$ cat src/logic/spio_pkg.sv
// Package with register map and layout constants for the shared port block.
package spio_pkg;

  // ****************************************************************
  // Register map (byte addresses on the 32-bit bus)
  // ****************************************************************
  localparam logic [3:0] ADDR_DIR    = 4'h0;
  localparam logic [3:0] ADDR_PINLVL = 4'h4;
  localparam logic [3:0] ADDR_LATCH  = 4'h8;
  localparam logic [3:0] ADDR_ANCFG  = 4'hc;

  // ****************************************************************
  // Port layout and reset values
  // ****************************************************************
  localparam int          PORT_WIDTH   = 16;
  localparam logic [15:0] IMPL_MASK    = 16'h003f;
  localparam logic [15:0] ANALOG_MASK  = 16'h003f;
  localparam logic [15:0] LATCH_RESET  = 16'h0000;
  localparam logic [15:0] ANCFG_RESET  = 16'h0000;
  localparam int          SYNC_STAGES  = 2;

endpackage

$ cat src/logic/spio_port.sv
// Shared parallel I/O port with Wishbone register access.
//
// Implementation choices: the address map and the Wishbone slave port.
`timescale 1ns/1ps
`default_nettype none

module spio_port
  import spio_pkg::*;
#(
  parameter logic [15:0] IMPL  = IMPL_MASK,
  parameter logic [15:0] ANCAP = ANALOG_MASK
) (
  // Clock and reset.
  input  wire logic        clk_i,
  input  wire logic        rst_i,
  // Wishbone slave.
  input  wire logic        wb_cyc_i,
  input  wire logic        wb_stb_i,
  input  wire logic        wb_we_i,
  input  wire logic [3:0]  wb_adr_i,
  input  wire logic [3:0]  wb_sel_i,
  input  wire logic [31:0] wb_dat_i,
  output logic      [31:0] wb_dat_o,
  output logic             wb_ack_o,
  // Peripheral side per pin.
  input  wire logic [15:0] periph_en_i,
  input  wire logic [15:0] periph_drive_i,
  input  wire logic [15:0] periph_dat_i,
  // Pads.
  input  wire logic [15:0] pad_in_i,
  output logic      [15:0] pad_out_o,
  output logic      [15:0] pad_oe_n_o,
  // Converter side.
  output logic      [15:0] adc_sel_o,
  output logic      [15:0] adc_dig_o
);

  // ****************************************************************
  // Registers and synchronizer
  // ****************************************************************
  logic [15:0] dir_ff;
  logic [15:0] lat_ff;
  logic [15:0] ancfg_ff;
  logic [15:0] sync1_ff;
  logic [15:0] sync2_ff;
  logic        ack_ff;
  logic [31:0] rdat_ff;
  logic [15:0] out_ff;
  logic [15:0] oen_ff;
  logic [15:0] asel_ff;
  logic [15:0] adig_ff;

  function automatic logic [15:0] merge16(input logic [15:0] old_v,
                                          input logic [31:0] wd,
                                          input logic [3:0]  sel);
    merge16 = old_v;
    if (sel[0]) merge16[7:0]  = wd[7:0];
    if (sel[1]) merge16[15:8] = wd[15:8];
  endfunction

  // ****************************************************************
  // Bus decode
  // ****************************************************************
  wire req      = wb_cyc_i & wb_stb_i & ~ack_ff;
  wire wr       = req & wb_we_i;
  wire hit_dir  = (wb_adr_i == ADDR_DIR);
  wire hit_pin  = (wb_adr_i == ADDR_PINLVL);
  wire hit_lat  = (wb_adr_i == ADDR_LATCH);
  wire hit_an   = (wb_adr_i == ADDR_ANCFG);
  wire [15:0] an_pins  = ancfg_ff & ANCAP & IMPL;
  wire [15:0] pin_read = sync2_ff & ~an_pins & IMPL;
  wire [15:0] rd_val;
  assign rd_val = hit_dir ? (dir_ff & IMPL) :
                  hit_pin ? pin_read :
                  hit_lat ? (lat_ff & IMPL) :
                  hit_an  ? an_pins : 16'h0000;

  // ****************************************************************
  // Pad multiplexers
  // ****************************************************************
  wire [15:0] per_own = periph_en_i & periph_drive_i;
  wire [15:0] port_oe = ~dir_ff & IMPL;
  wire [15:0] nxt_out = ((per_own & periph_dat_i) |
                        (~per_own & lat_ff)) & IMPL;
  wire [15:0] nxt_oen = ~(((per_own) | port_oe) & IMPL);

  // Two flops keep a metastable pad level away from the read multiplexer.
  // Only the second stage is read by any logic past the synchronizer.
  // A pin-level read therefore shows a pad change three cycles later.
  always_ff @(posedge clk_i) begin
    if (rst_i) begin
      sync1_ff <= 16'h0000;
      sync2_ff <= 16'h0000;
    end else begin
      sync1_ff <= pad_in_i;
      sync2_ff <= sync1_ff;
    end
  end

  always_ff @(posedge clk_i) begin
    if (rst_i) begin
      dir_ff   <= 16'hffff & IMPL;
      lat_ff   <= LATCH_RESET;
      ancfg_ff <= ANCFG_RESET;
    end else if (wr) begin
      if (hit_dir) dir_ff <= merge16(dir_ff, wb_dat_i, wb_sel_i) & IMPL;
      if (hit_lat | hit_pin)
        lat_ff <= merge16(lat_ff, wb_dat_i, wb_sel_i) & IMPL;
      if (hit_an) ancfg_ff <= merge16(ancfg_ff, wb_dat_i, wb_sel_i) & ANCAP;
    end
  end

  // Every request is answered one cycle after it is taken.
  // The ack term in the request keeps a held strobe from an answer in the cycle right after ack.
  // Read data stands only with ack, so the bus sees zero otherwise.
  always_ff @(posedge clk_i) begin
    if (rst_i) begin
      ack_ff  <= 1'b0;
      rdat_ff <= 32'h0000_0000;
    end else begin
      ack_ff  <= req;
      rdat_ff <= req ? {16'h0000, rd_val} : 32'h0000_0000;
    end
  end

  // Pad and converter outputs are registered so that no decode glitch
  // reaches a pad cell; they follow their sources one cycle later.
  // Pads leave reset released, so only a peripheral that asserts periph_en_i and periph_drive_i drives a pin before software acts.
  always_ff @(posedge clk_i) begin
    if (rst_i) begin
      out_ff  <= 16'h0000;
      oen_ff  <= 16'hffff;
      asel_ff <= 16'h0000;
      adig_ff <= 16'h0000;
    end else begin
      out_ff  <= nxt_out;
      oen_ff  <= nxt_oen;
      asel_ff <= an_pins;
      adig_ff <= an_pins & port_oe & nxt_out;
    end
  end

  assign wb_ack_o   = ack_ff;
  assign wb_dat_o   = rdat_ff;
  assign pad_out_o  = out_ff;
  assign pad_oe_n_o = oen_ff;
  assign adc_sel_o  = asel_ff;
  assign adc_dig_o  = adig_ff;

  // ****************************************************************
  // Assertions
  // ****************************************************************
  reset_dir_a: assert property (@(posedge clk_i) disable iff (rst_i)
    $past(rst_i) |-> dir_ff == IMPL)
    else $error("direction not all inputs after reset");
  periph_own_a: assert property (@(posedge clk_i) disable iff (rst_i)
    (periph_en_i[0] & periph_drive_i[0]) |=> !pad_oe_n_o[0] &&
      pad_out_o[0] == $past(periph_dat_i[0]))
    else $error("peripheral lost pad ownership");
  port_own_a: assert property (@(posedge clk_i) disable iff (rst_i)
    (!periph_drive_i[1] && !dir_ff[1]) |=> !pad_oe_n_o[1] &&
      pad_out_o[1] == $past(lat_ff[1]))
    else $error("port did not drive idle pin");
  input_dir_a: assert property (@(posedge clk_i) disable iff (rst_i)
    (!periph_drive_i[2] && dir_ff[2]) |=> pad_oe_n_o[2])
    else $error("input pin is driven");
  unimpl_a: assert property (@(posedge clk_i) disable iff (rst_i)
    (dir_ff & ~IMPL) == 16'h0000 && (lat_ff & ~IMPL) == 16'h0000
      && (pad_oe_n_o & ~IMPL) == (~IMPL))
    else $error("unimplemented bit active");
  pin_write_a: assert property (@(posedge clk_i) disable iff (rst_i)
    (wr && hit_pin && wb_sel_i[1:0] == 2'b11) |=>
      lat_ff == ($past(wb_dat_i[15:0]) & IMPL))
    else $error("pin write missed latch");
  analog_zero_a: assert property (@(posedge clk_i) disable iff (rst_i)
    (req && !wb_we_i && hit_pin) |=> (wb_dat_o[15:0] & an_pins) == 16'h0
      || $past(ancfg_ff) != ancfg_ff)
    else $error("analog pin read non-zero");
  sync_path_a: assert property (@(posedge clk_i) disable iff (rst_i)
    ##2 sync2_ff == $past(pad_in_i, 2))
    else $error("synchronizer depth wrong");
  ack_once_a: assert property (@(posedge clk_i) disable iff (rst_i)
    wb_ack_o |=> !wb_ack_o)
    else $error("ack held two cycles");
  digital_no_an_a: assert property (@(posedge clk_i) disable iff (rst_i)
    (!ancfg_ff[3]) |=> !adc_sel_o[3])
    else $error("digital pin routed to converter");

  // ****************************************************************
  // Bus handshake assertions
  // ****************************************************************
  // These guard the single-cycle answer that the bus master relies on.

  ack_resp_a: assert property (@(posedge clk_i) disable iff (rst_i)
    req |=> wb_ack_o)
    else $error("request not answered in one cycle");

  idle_no_ack_a: assert property (@(posedge clk_i) disable iff (rst_i)
    !(wb_cyc_i && wb_stb_i) |=> !wb_ack_o)
    else $error("ack without request");

  dat_zero_a: assert property (@(posedge clk_i) disable iff (rst_i)
    !wb_ack_o |-> wb_dat_o == 32'h0000_0000)
    else $error("read data outside ack");

  upper_zero_a: assert property (@(posedge clk_i) disable iff (rst_i)
    wb_dat_o[31:16] == 16'h0000)
    else $error("upper read bits not zero");

  unmapped_read_a: assert property (@(posedge clk_i) disable iff (rst_i)
    (req && !wb_we_i && !hit_dir && !hit_pin && !hit_lat && !hit_an)
      |=> wb_dat_o == 32'h0000_0000)
    else $error("unmapped read not zero");

  // ****************************************************************
  // Register and pad assertions
  // ****************************************************************
  // Register checks use full 16-bit writes or a single low byte.

  dir_read_a: assert property (@(posedge clk_i) disable iff (rst_i)
    (req && !wb_we_i && hit_dir) |=> wb_dat_o[15:0] == $past(dir_ff))
    else $error("direction read wrong");

  lat_read_a: assert property (@(posedge clk_i) disable iff (rst_i)
    (req && !wb_we_i && hit_lat) |=> wb_dat_o[15:0] == $past(lat_ff))
    else $error("latch read wrong");

  lat_write_a: assert property (@(posedge clk_i) disable iff (rst_i)
    (wr && hit_lat && wb_sel_i[1:0] == 2'b11) |=>
      lat_ff == ($past(wb_dat_i[15:0]) & IMPL))
    else $error("latch write lost");

  dir_write_a: assert property (@(posedge clk_i) disable iff (rst_i)
    (wr && hit_dir && wb_sel_i[1:0] == 2'b11) |=>
      dir_ff == ($past(wb_dat_i[15:0]) & IMPL))
    else $error("direction write lost");

  byte_keep_a: assert property (@(posedge clk_i) disable iff (rst_i)
    (wr && hit_lat && wb_sel_i[1:0] == 2'b01) |=>
      lat_ff[15:8] == $past(lat_ff[15:8]))
    else $error("unselected latch byte changed");

  no_write_a: assert property (@(posedge clk_i) disable iff (rst_i)
    !wr |=> lat_ff == $past(lat_ff))
    else $error("latch changed without write");

  unimpl_pad_a: assert property (@(posedge clk_i) disable iff (rst_i)
    (pad_out_o & ~IMPL) == 16'h0000)
    else $error("unimplemented pad driven high");

  unimpl_read_a: assert property (@(posedge clk_i) disable iff (rst_i)
    (wb_dat_o[15:0] & ~IMPL & ~ANCAP) == 16'h0000)
    else $error("unimplemented bit read non-zero");

  oe_reset_a: assert property (@(posedge clk_i) disable iff (rst_i)
    $past(rst_i) |-> pad_oe_n_o == 16'hffff)
    else $error("pad driven right after reset");

  port_data_a: assert property (@(posedge clk_i) disable iff (rst_i)
    (!periph_en_i[4] && !dir_ff[4]) |=>
      !pad_oe_n_o[4] && pad_out_o[4] == $past(lat_ff[4]))
    else $error("port lost idle pad");

  // ****************************************************************
  // Converter assertions
  // ****************************************************************
  // The converter sees only pins that software marked analog.

  an_cfg_mask_a: assert property (@(posedge clk_i) disable iff (rst_i)
    (ancfg_ff & ~ANCAP) == 16'h0000)
    else $error("analog setting on incapable pin");

  adc_mask_a: assert property (@(posedge clk_i) disable iff (rst_i)
    (adc_sel_o & ~(ANCAP & IMPL)) == 16'h0000)
    else $error("incapable pin routed to converter");

  adc_dig_sel_a: assert property (@(posedge clk_i) disable iff (rst_i)
    (adc_dig_o & ~adc_sel_o) == 16'h0000)
    else $error("digital level on non-analog pin");

  adc_in_zero_a: assert property (@(posedge clk_i) disable iff (rst_i)
    (ancfg_ff[0] && dir_ff[0]) |=> !adc_dig_o[0])
    else $error("input pin shows driven level");

  adc_follow_a: assert property (@(posedge clk_i) disable iff (rst_i)
    ancfg_ff[1] |=> adc_sel_o[1])
    else $error("analog pin not routed");

endmodule

`default_nettype wire

$ cat config.mk
export PLATFORM = sky130hd
export DESIGN_NAME = spio_port
export DESIGN_NICKNAME = d
export VERILOG_FILES = /design/src/logic/spio_pkg.sv /design/src/logic/spio_port.sv
export SDC_FILE = /design/constraint.sdc
export NUM_CORES = 1
export LEC_CHECK = 0
export BUFFER_PORTS_ARGS = -buffer_cell sky130_fd_sc_hd__buf_2
export CAP_MARGIN = 20
export CORE_MARGIN = 2
export CORE_UTILIZATION = 40
export CTS_BUF_LIST = sky130_fd_sc_hd__clkbuf_16
export CTS_CLUSTER_SIZE = 12
export DETAILED_ROUTE_END_ITERATION = 8
export PLACE_DENSITY = 0.81
export REMOVE_ABC_BUFFERS = 1
export SLEW_MARGIN = 20
export SYNTH_ARGS = -nofsm -noshare
export SYNTH_HDL_FRONTEND = slang
export SYNTH_SLANG_ARGS = --single-unit
$ cat constraint.sdc
create_clock -name clk_i -period 1.92 [get_ports clk_i]
set_input_delay 0.192 -clock clk_i [delete_from_list [all_inputs] [get_ports clk_i]]
set_output_delay 0.192 -clock clk_i [all_outputs]
set_load 0.02 [all_outputs]
== Yosys cells after proc, flatten, opt, wreduce, memory -nomap -nowiden ==
Cells that the tools add are included.
Word-level totals
  flip-flop bits (word level): 127
Operators by class
  eq/ne operators: 3
  mux-type cells: 4
  bitwise logic cells: 18
  reductions and logical operators: 6
Operators by type and width (count)
  $and A6 B6 Y6: 6
  $mux W6: 4
  $not A6 Y6: 3
  $not A6 Y16: 1
  $or A6 B6 Y6: 2
  $reduce_and A3 Y1: 3
  $eq A4 B4 Y1 const B: 2
  $reduce_or A5 Y1: 1
  $eq A4 B3 Y1 const B: 1
  $logic_not A4 Y1: 1
  $and A1 B1 Y1: 3
  $not A1 Y1: 2
  $reduce_or A2 Y1: 1
  $or A1 B1 Y1: 1

== Longest topological paths before layout ==
Gate-level depths: netlist of the first run.
  depth after elaboration: 5
  depth in mapped cells: 7

== Worst setup path before layout of the first run ==
Ideal clock, no wire load.
  path type: input to register
  start: input wb_adr_i[3]
  end: register dir_ff[1]
  setup time: 0.066 ns
  arrival: 1.425 ns
  path slack: 0.429 ns
  cell stages on the path: 7
  buffers on the path: 3
  cells stage by stage: buf_6 -> or4_4 -> buf_6 -> nor3b_4 -> buf_6 -> nor3_1 -> a21oi_2
On the way
  cells in the longest elaborated chain, start to end: 2
RTL lines
  start: declaration: RTL line spio_port.sv:20  | input wire logic [3:0] wb_adr_i,
  $logic_not A4 Y1: RTL line spio_port.sv:66  | wire hit_dir = (wb_adr_i == ADDR_DIR);
  $reduce_and A3 Y1 (no source line)
  end signal: assignment: RTL line spio_port.sv:102  | dir_ff <= 16'hffff & IMPL;
  end signal: assignment: RTL line spio_port.sv:106  | if (hit_dir) dir_ff <= merge16(dir_ff, wb_dat_i, wb_sel_i) & IMPL;
  end: declaration: RTL line spio_port.sv:41  | logic [15:0] dir_ff;
Every way passes these cells.
A chain may end at the register's enable or synchronous reset.

== Worst setup path after layout of the first run ==
  start: register ack_ff, in the netlist wb_ack_o
  end: register lat_ff[5]
On the way
  cells in the longest elaborated chain, start to end: 4
RTL lines
  start: declaration: RTL line spio_port.sv:46  | logic ack_ff;
  start signal: assignment: RTL line spio_port.sv:121  | ack_ff <= req;
  $not A1 Y1: RTL line spio_port.sv:64  | wire req = wb_cyc_i & wb_stb_i & ~ack_ff;
  $and A1 B1 Y1: RTL line spio_port.sv:64
  $and A1 B1 Y1: RTL line spio_port.sv:65  | wire wr = req & wb_we_i;
  $reduce_and A3 Y1 (no source line)
  end signal: assignment: RTL line spio_port.sv:108  | lat_ff <= merge16(lat_ff, wb_dat_i, wb_sel_i) & IMPL;
  end: declaration: RTL line spio_port.sv:42  | logic [15:0] lat_ff;
Every way passes these cells.

==> impl_metrics.csv, run 1 <==
group,metric,value,unit
run_status,status,"completed",
floorplanning,core,6390,sq um
flow_run,cap_violations,0,
clock_network,numCtsBuffers,9,
global_route,grt_overflow,0,
detailed_routing,firstDrtPassIters,4,
detailed_routing,dr_total_vias,1944,
power_and_ir_drop,irDropWorstVdd,0.566,mV
global_route,grt_usage,14.4,%
floorplanning,initial_core_util,41.7,%
setup_path,reg2reg_depth,4,
floorplanning,pin_count,206,
detailed_routing,wl_per_cell,12.0,um
synthesis,ys_types,29,
clock_network,clock-sinks,61,
power_and_ir_drop,p_total,3090,uW
place,port-buffer-count,70,
floorplanning,row_count,29,
global_route,grt_max_degree,55,
power_and_ir_drop,power_density,980,nW/um^2
setup_path,reg2reg_to,"lat_ff[5]",
power_and_ir_drop,p_int,2350,uW
clock_network,root_buffer,"clkbuf_16",
power_and_ir_drop,seqPwrFrac,42.0,%
global_route,antenna_found_initial,0,
floorplanning,dieArea,7320,sq um
detailed_routing,routed_wl,5320,um
synthesis,ys_seq_elements,61,
sta,fmax,646,MHz
sta,slew_headroom,61.8,%
synthesis,yosysSeqAreaShare,45.9,%
sta,slew_violations,0,
sta,fin_crit_sh,80.6,%
setup_path,required,2.12,ns
sta,hold_viol_final,0,
clock_network,post-cts-setup-buffers,0,
synthesis,ys_warn_count,0,
place,dp.final_hpwl,3770,um
clock_network,cts_tree,"built",
detailed_routing,viasPerCell,4.39,
synthesis,avgSynthCellArea,9.37,sq um
setup_path,worstSetupPathType,"register to register",
power_and_ir_drop,comb_power_share,9.3,%
synthesis,synth_top_area_share,45.9,%
power_and_ir_drop,switching_share,23.8,%
power_and_ir_drop,clockPowerShare,48.7,%
setup_path,cp_max_fo,6,
final_layout,nets,470,
sta,rsz0062_at_grt,"false",
setup_path,r2r-start,"wb_ack_o",
setup_path,path_delay_family,"simple AND/OR/NAND/NOR gates",
worst_hold_path,hold_class,"primary input to register",
sta,setup-tns-final,0,ns
clock_network,clockBufferDepth,2,
worst_hold_path,hp-start,"pad_in_i[0]",
final_layout,area_growth,18.4,%
detailed_routing,drcViolationCount,0,
clock_network,htreeDepth,3,
setup_path,cp-start-kind,"register",
setup_path,slowest_stage,"nand4_1",
setup_path,crit_chain,"and3b_1 > nand4_1 > mux2i_1 > nor2_1",
clock_network,cts.repair.resized,0,
clock_network,path_clk_slew,0.05,ns
final_layout,nFillCells,614,
power_and_ir_drop,switching_power,736,uW
sta,fin_crit,1.55,ns
synthesis,yosysTopAreaCell,"dfxtp_1",
clock_network,clkLatencyLatePin,0.32,ns
synthesis,netlist_area,2660,sq um
final_layout,drive_gt1_share,26.8,%
global_route,grt_pass1_wl,8070,um
detailed_routing,ant_nets,0,
setup_path,crit_buf_inv,0,
floorplanning,die_h,85.6,um
synthesis,synthCells,284,
setup_path,end_kind,"register",
place,place.gp.congestion,0.762,
sta,finalSetupViolCount,0,
power_and_ir_drop,power_leakage,0.00154,uW
sta,fin_skew,0.00668,ns
floorplanning,die-width,85.6,um
final_layout,antenna_cells,0,
sta,tightest_slew,0.571,ns
global_route,grt_pass1_vias,1716,
worst_hold_path,worstHoldPathCells,2,
detailed_routing,drt-initial-drc-count,95,
setup_path,max_stage_delay,0.48,ns
clock_network,cts_hold_buf,0,
synthesis,synthTopCellsByArea,"dfxtp_1 46%, buf_4 19%, mux2i_1 4.5%",
setup_path,crit_arrival,1.75,ns
setup_path,crit_path_start,"wb_ack_o",
worst_hold_path,min_to,"sync1_ff[0]",
setup_path,reg2reg_slack,0.37,ns
-- area by class of cell --
cell class	instances	area, sq um	share of cell area (%)
flip-flops and latches	61	1220	38.8
inverters	6	22.5	0.715
clock inverters	7	58.8	1.87
well taps	77	96.3	3.06
repair buffers	79	430	13.7
clock buffers	9	225	7.15
multi-input cells	204	1090	34.8
-- stage by stage --
stage	setup WS, ns	std cells	area [sq um]	util, %	hold slack (ns)
after floorplan	0.456	271	2340	-	0.259
after global placement	0.209	427	2870	44.9	0.405
after detailed placement	0.200	427	2870	44.9	0.404
after CTS	0.402	443	3150	49.3	0.0761
after global routing	0.261	443	3150	49.3	0.0915
final	0.373	443	3150	49.3	0.0810
-- registers in the layout, indices dropped and copies added, names as in the netlist --
name	cells
adc_dig_o	6
adc_sel_o	6
ancfg_ff	6
dir_ff	6
lat_ff	6
pad_oe_n_o	6
pad_out_o	6
sync1_ff	6
sync2_ff	6
wb_dat_o	6
wb_ack_o	1
-- metal layers --
layer / global-route usage (%) / routed length (um)
met4: 6.64 / 40
met3: 3.85 / 423
met2: 22.4 / 2510
met1: 18.7 / 2340
met5: 0 / 0
-- cell families after synthesis --
kind of cell,share of synthesized area (%)
simple gates,17.4
buf+inv,22.0
flops,45.9
compound gates,9.60
mux,4.52
other cells,0.282
xor+xnor,0.329
-- power groups by stage --
stage | Clock, uW | Combinational [uW] | Sequential [uW]
finish | 1500 | 287 | 1300
global route | 1590 | 313 | 1300
CTS | 1540 | 285 | 1300
detailed placement | 0 | 283 | 1320
global placement | 0 | 280 | 1320
floorplan | 0 | 166 | 1340
-- worst max-delay path by stage --
stage                           end  cells past startpoint
after floorplan           dir_ff[1]                      4
after global placement    dir_ff[4]                      6
after detailed placement  dir_ff[1]                      6
after CTS                 lat_ff[5]                      4
after global routing      lat_ff[4]                      4
final                     lat_ff[5]                      4
-- cells in the final DEF (no fill, tap or decap), drive strengths merged --
cell      count
or4           1
nand2        12
o2bb2ai       6
and2          2
inv           8
dfxtp        61
buf          79
nor4b         1
and3b         1
nor3b         7
nor3          6
a21o          6
conb         66
nand4         2
nor2b        18
bufinv        1
nand3         6
nor2         32
mux2i        12
clkinv        3
xor2          1
clkbuf        9
a32oi         6
clkinvlp      1
nand3b        1
o21ai         6
a21oi        12
-- cells in the mapped netlist, drive strengths merged --
cell type and count:
nor2 32, dfxtp 61, clkbuf 4, buf 73, nand4 2, nand3 6
inv 6, nor4b 1, conb 2, o2bb2ai 6, a21o 6, o21ai 6
nor3b 7, mux2i 12, a32oi 6, nor2b 18, nand2 12, nor3 6
and3b 1, a21oi 12, nand3b 1, and2 2, or4 1, xor2 1
(Power assumes the default switching activity.)
==> run 2: changes to the inputs <==
--- a/config.mk
+++ b/config.mk
@@ -8,11 +8,11 @@
 export BUFFER_PORTS_ARGS = -buffer_cell sky130_fd_sc_hd__buf_2
 export CAP_MARGIN = 20
 export CORE_MARGIN = 2
-export CORE_UTILIZATION = 40
+export CORE_UTILIZATION = 36
 export CTS_BUF_LIST = sky130_fd_sc_hd__clkbuf_16
 export CTS_CLUSTER_SIZE = 12
 export DETAILED_ROUTE_END_ITERATION = 8
-export PLACE_DENSITY = 0.81
+export PLACE_DENSITY = 0.77
 export REMOVE_ABC_BUFFERS = 1
 export SLEW_MARGIN = 20
 export SYNTH_ARGS = -nofsm -noshare
==> constraint.sdc (replaced) <==
create_clock -name clk_i -period 1.3 [get_ports clk_i]
set_input_delay 0.13 -clock clk_i [delete_from_list [all_inputs] [get_ports clk_i]]
set_output_delay 0.13 -clock clk_i [all_outputs]
set_load 0.02 [all_outputs]
==> run 2 against run 1 <==
Sequential power rose by 48%. Wire length fell by 1.7%. Non-clock buffer count rose by 11. Die area rose by 11%. Highest routed layer unchanged.
==> impl_metrics.csv, run 2 (synthesized netlist as in run 1, its figures left out) <==
group,metric,value,unit
clock_network,path_clk_slew,0.05,ns
final_layout,area_growth,23.4,%
global_route,grt_pass1_wl,8110,um
final_layout,antenna_cells,0,
flow_run,cap_violations,0,
place,port-buffer-count,70,
clock_network,numCtsBuffers,9,
global_route,antenna_found_initial,0,
sta,setup-tns-final,0,ns
clock_network,root_buffer,"clkbuf_16",
power_and_ir_drop,switching_share,22.8,%
detailed_routing,firstDrtPassIters,4,
detailed_routing,viasPerCell,4.17,
setup_path,r2r-start,"wb_ack_o",
detailed_routing,wl_per_cell,11.0,um
sta,fin_crit,1.20,ns
setup_path,reg2reg_slack,0.1,ns
sta,hold_viol_final,0,
power_and_ir_drop,clockPowerShare,50.6,%
clock_network,clock-sinks,61,
detailed_routing,dr_total_vias,1984,
power_and_ir_drop,comb_power_share,9.1,%
floorplanning,pin_count,206,
floorplanning,initial_core_util,36.9,%
detailed_routing,routed_wl,5220,um
worst_hold_path,worstHoldPathCells,2,
clock_network,clkLatencyLatePin,0.32,ns
power_and_ir_drop,seqPwrFrac,40.2,%
clock_network,post-cts-setup-buffers,0,
floorplanning,die-width,90.0,um
sta,finalSetupViolCount,0,
place,dp_slack,-0.140,ns
place,dpl_cell_area,2980,sq um
setup_path,cp-start-kind,"register",
setup_path,reg2reg_depth,5,
global_route,grt_overflow,0,
final_layout,layout_common_cells,"70 x buf_2, 66 x conb_1, 61 x dfxtp_1",
sta,fin_skew,0.00357,ns
power_and_ir_drop,power_leakage,0.00160,uW
setup_path,required,1.51,ns
floorplanning,core,7210,sq um
clock_network,cts_hold_buf,0,
run_status,status,"completed",
final_layout,nFillCells,692,
floorplanning,row_count,31,
power_and_ir_drop,p_int,3680,uW
power_and_ir_drop,power_density,1450,nW/um^2
floorplanning,die_h,90.0,um
final_layout,final_common_cell,"buf_2",
sta,slew_violations,0,
power_and_ir_drop,switching_power,1090,uW
sta,rsz0062_at_grt,"false",
floorplanning,dieArea,8090,sq um
detailed_routing,drcViolationCount,0,
setup_path,end_kind,"register",
power_and_ir_drop,p_total,4760,uW
worst_hold_path,hold_class,"primary input to register",
worst_hold_path,min_to,"sync1_ff[2]",
clock_network,cts.repair.resized,0,
global_route,grt_max_degree,27,
place,place.gp.congestion,0.739,
sta,whs,0.0194,ns
place,dp.final_hpwl,4000,um
power_and_ir_drop,irDropWorstVdd,0.661,mV
setup_path,reg2reg_to,"lat_ff[4]",
setup_path,worstSetupPathType,"register to register",
global_route,grt_usage,12.9,%
clock_network,clockBufferDepth,2,
sta,fin_crit_sh,92.6,%
final_layout,design_area,3280,sq um
clock_network,cts_tree,"built",
worst_hold_path,hp-start,"pad_in_i[2]",
final_layout,drive_gt1_share,28.6,%
setup_path,crit_arrival,1.41,ns
sta,fmax,831,MHz
clock_network,htreeDepth,3,
setup_path,cp_max_fo,3,
sta,setup_ws,0.0965,ns
final_layout,nets,481,
detailed_routing,drt-initial-drc-count,45,
global_route,grt_pass1_vias,1764,
detailed_routing,ant_nets,0,
-- run 2: power groups by stage --
stage / Clock (uW) / Sequential (uW) / Combinational, uW
5_1_grt: 2560 / 1920 / 470
4_1_cts: 2470 / 1920 / 433
3_5_place_dp: 0 / 1950 / 432
2_1_floorplan: 0 / 1970 / 245
3_3_place_gp: 0 / 1950 / 426
6_report: 2410 / 1920 / 435
-- run 2: worst max-delay path by stage --
stage	startpoint	end	slack, ns	cells after the start
final	wb_ack_o	lat_ff[4]	0.1	5
after CTS	wb_ack_o	lat_ff[4]	0.09	5
after detailed placement	wb_adr_i[1]	dir_ff[5]	-0.14	6
after global placement	wb_adr_i[1]	dir_ff[4]	-0.13	6
after floorplan	wb_adr_i[1]	dir_ff[1]	-0.10	4
after global routing	wb_ack_o	lat_ff[0]	0.03	5
-- run 2: metrics by stage --
| stage | util [%] | std cells |
|---|---|---|
| floorplan | - | 271 |
| global placement | 41.2 | 460 |
| detailed placement | 41.2 | 460 |
| CTS | 45.5 | 476 |
| global route | 45.5 | 476 |
| finish | 45.5 | 476 |
-- run 2: cell type report --
class | instances | area (sq um) | share of cell area (%)
Clock buffer | 9 | 225 | 6.86
Clock inverter | 7 | 82.6 | 2.52
Inverter | 6 | 22.5 | 0.686
Multi-Input combinational cell | 204 | 1090 | 33.3
Sequential cell | 61 | 1220 | 37.2
Tap cell | 99 | 124 | 3.77
Timing Repair Buffer | 90 | 513 | 15.6
-- run 2: critical path: stages (launching register included) --
cell and delay, ns:
dfxtp_1 0.31, and3b_1 0.25, nand4_1 0.13, buf_4 0.20, mux2i_1 0.16, nor2_1 0.05
-- run 2: layer usage --
layer,global-route usage (%),up-vias,part of all wire [%]
met2,21.3,102,48
met1,14.3,882,41
met5,0,-,0
met4,7.44,0,1.9
met3,4.61,8,8.4
li1,-,992,-
==> run 3: changes to the inputs <==
--- a/config.mk
+++ b/config.mk
@@ -13,6 +13,7 @@
 export CTS_CLUSTER_SIZE = 12
 export DETAILED_ROUTE_END_ITERATION = 8
 export PLACE_DENSITY = 0.77
+export RECOVER_POWER = 50
 export REMOVE_ABC_BUFFERS = 1
 export SLEW_MARGIN = 20
 export SYNTH_ARGS = -nofsm -noshare
==> run 3 against run 2 <==
Wire length grew 0.29%. Clock-buffer cell count unchanged. Clock skew hardly changed. Critical endpoint unchanged. Cell count stayed put. Total power hardly changed. Utilization down 0.29 points. Fmax about the same. Sequential power barely moved.
==> impl_metrics.csv, run 3 (synthesized netlist as in run 1, its figures left out) <==
group,metric,value,unit
global_route,grt_overflow,0,
setup_path,path_delay_family,"simple AND/OR/NAND/NOR gates",
floorplanning,die_h,90.0,um
power_and_ir_drop,switching_power,1090,uW
worst_hold_path,worstHoldPathCells,2,
global_route,grt_max_degree,27,
setup_path,end_kind,"register",
sta,fin_crit_sh,92.6,%
clock_network,cts_tree,"built",
final_layout,multiInputGateArea,1090,sq um
worst_hold_path,hold_class,"primary input to register",
flow_run,cap_violations,0,
power_and_ir_drop,p_int,3680,uW
detailed_routing,dr_total_vias,1976,
run_status,status,"completed",
final_layout,instances_no_fill,476,
clock_network,cts_hold_buf,0,
setup_path,reg2reg_depth,5,
sta,fmax,830,MHz
sta,fin_skew,0.00378,ns
setup_path,cp.depth,5,
setup_path,max_stage_delay,0.31,ns
clock_network,clock-sinks,61,
setup_path,cp-start-kind,"register",
floorplanning,initial_core_util,36.9,%
final_layout,nFillCells,692,
global_route,grt_usage,12.9,%
final_layout,design_area,3260,sq um
sta,rsz0062_at_grt,"false",
detailed_routing,drt-initial-drc-count,45,
floorplanning,row_count,31,
sta,hold_viol_final,0,
floorplanning,core,7210,sq um
setup_path,crit_arrival,1.41,ns
floorplanning,die-width,90.0,um
final_layout,nets,481,
detailed_routing,drcViolationCount,0,
final_layout,seqCellArea,1220,sq um
clock_network,path_clk_slew,0.05,ns
sta,fin_crit,1.20,ns
setup_path,reg2reg_slack,0.1,ns
power_and_ir_drop,power_density,1460,nW/um^2
setup_path,crit_buf_inv,1,
global_route,grt_pass1_wl,8110,um
final_layout,antenna_cells,0,
power_and_ir_drop,p_total,4760,uW
place,dp.final_hpwl,4000,um
detailed_routing,routed_wl,5240,um
power_and_ir_drop,power_leakage,0.00154,uW
floorplanning,dieArea,8090,sq um
detailed_routing,viasPerCell,4.15,
detailed_routing,wl_per_cell,11.0,um
final_layout,drive_gt1_share,24.7,%
setup_path,required,1.51,ns
setup_path,slowest_stage,"dfxtp_1",
detailed_routing,firstDrtPassIters,6,
setup_path,crit_chain,"and3b_1 > nand4_1 > buf_4 > mux2i_1 > nor2_1",
setup_path,worstSetupPathType,"register to register",
global_route,antenna_found_initial,0,
clock_network,post-cts-setup-buffers,0,
sta,finalSetupViolCount,0,
place,port-buffer-count,70,
setup_path,reg2reg_to,"lat_ff[4]",
place,place.gp.congestion,0.739,
power_and_ir_drop,seqPwrFrac,40.2,%
global_route,grt_pass1_vias,1764,
clock_network,clockBufferDepth,2,
clock_network,htreeDepth,3,
power_and_ir_drop,comb_power_share,9.1,%
final_layout,layout_common_cells,"66 x conb_1, 61 x dfxtp_1, 56 x buf_2",
sta,slew_violations,0,
clock_network,numCtsBuffers,9,
final_layout,area_growth,22.6,%
power_and_ir_drop,clockPowerShare,50.7,%
power_and_ir_drop,switching_share,22.8,%
detailed_routing,ant_nets,0,
place,dpl_cell_area,2980,sq um
setup_path,crit_path_start,"wb_ack_o",
setup_path,endpoint,"lat_ff[4]",
setup_path,r2r-start,"wb_ack_o",
clock_network,cts.repair.resized,0,
setup_path,cp_max_fo,3,
power_and_ir_drop,irDropWorstVdd,0.661,mV
floorplanning,pin_count,206,
place,place_inst,460,
clock_network,clkLatencyLatePin,0.32,ns
final_layout,final_common_cell,"conb_1",
clock_network,root_buffer,"clkbuf_16",
==> run 3: changes by cell type in the layout (fill, tap and decap cells not counted), sizes merged <==
cell    previous run  this run
buf               90        75
clkbuf             9        24
==> run 3: layout make-up <==
type	instances	area share, %
well taps	99	3.80
clock buffers	9	6.90
clock inverters	7	2.53
repair buffers	90	15.1
flip-flops and latches	61	37.4
multi-input cells	204	33.6
inverters	6	0.690
==> run 3: worst reg2reg max path, stage by stage (launching register included) <==
cell and delay (ns):
dfxtp_1 0.31, and3b_1 0.25, nand4_1 0.13, buf_4 0.20, mux2i_1 0.16, nor2_1 0.05
==> run 3: worst min path at each step <==
stage	from	to	slack, ns
2_1_floorplan	rst_i	adc_sel_o[0]	0.20
3_3_place_gp	pad_in_i[4]	sync1_ff[4]	0.35
3_5_place_dp	pad_in_i[2]	sync1_ff[2]	0.34
4_1_cts	pad_in_i[2]	sync1_ff[2]	0.006
5_1_grt	pad_in_i[1]	sync1_ff[1]	0.01
6_report	pad_in_i[2]	sync1_ff[2]	0.02
==> run 3: routing by layer <==
layer | up-vias | track usage, % | wire (um)
met1 | 877 | 14.3 | 2200
met5 | - | 0 | 0
li1 | 994 | - | -
met2 | 97 | 21.3 | 2510
met4 | 0 | 7.44 | 98
met3 | 8 | 4.61 | 428
==> run 3: power by group through the flow <==
stage | Sequential [uW] | Combinational (uW) | Clock, uW
after CTS | 1920 | 433 | 2470
after floorplan | 1970 | 245 | 0
after global placement | 1950 | 426 | 0
final | 1920 | 432 | 2410
after detailed placement | 1950 | 432 | 0
after global routing | 1920 | 467 | 2560
==> run 3: stage by stage <==
step	hold WS, ns	TNS, ns	setup slack (ns)	utilization, %
6_report	0.0189	0	0.0957	45.2
5_1_grt	0.0143	0	0.0281	45.2
4_1_cts	0.00634	0	0.0884	45.5
3_5_place_dp	0.343	-0.741	-0.140	41.2
3_3_place_gp	0.351	-0.737	-0.128	41.2
2_1_floorplan	0.197	-0.581	-0.102	-
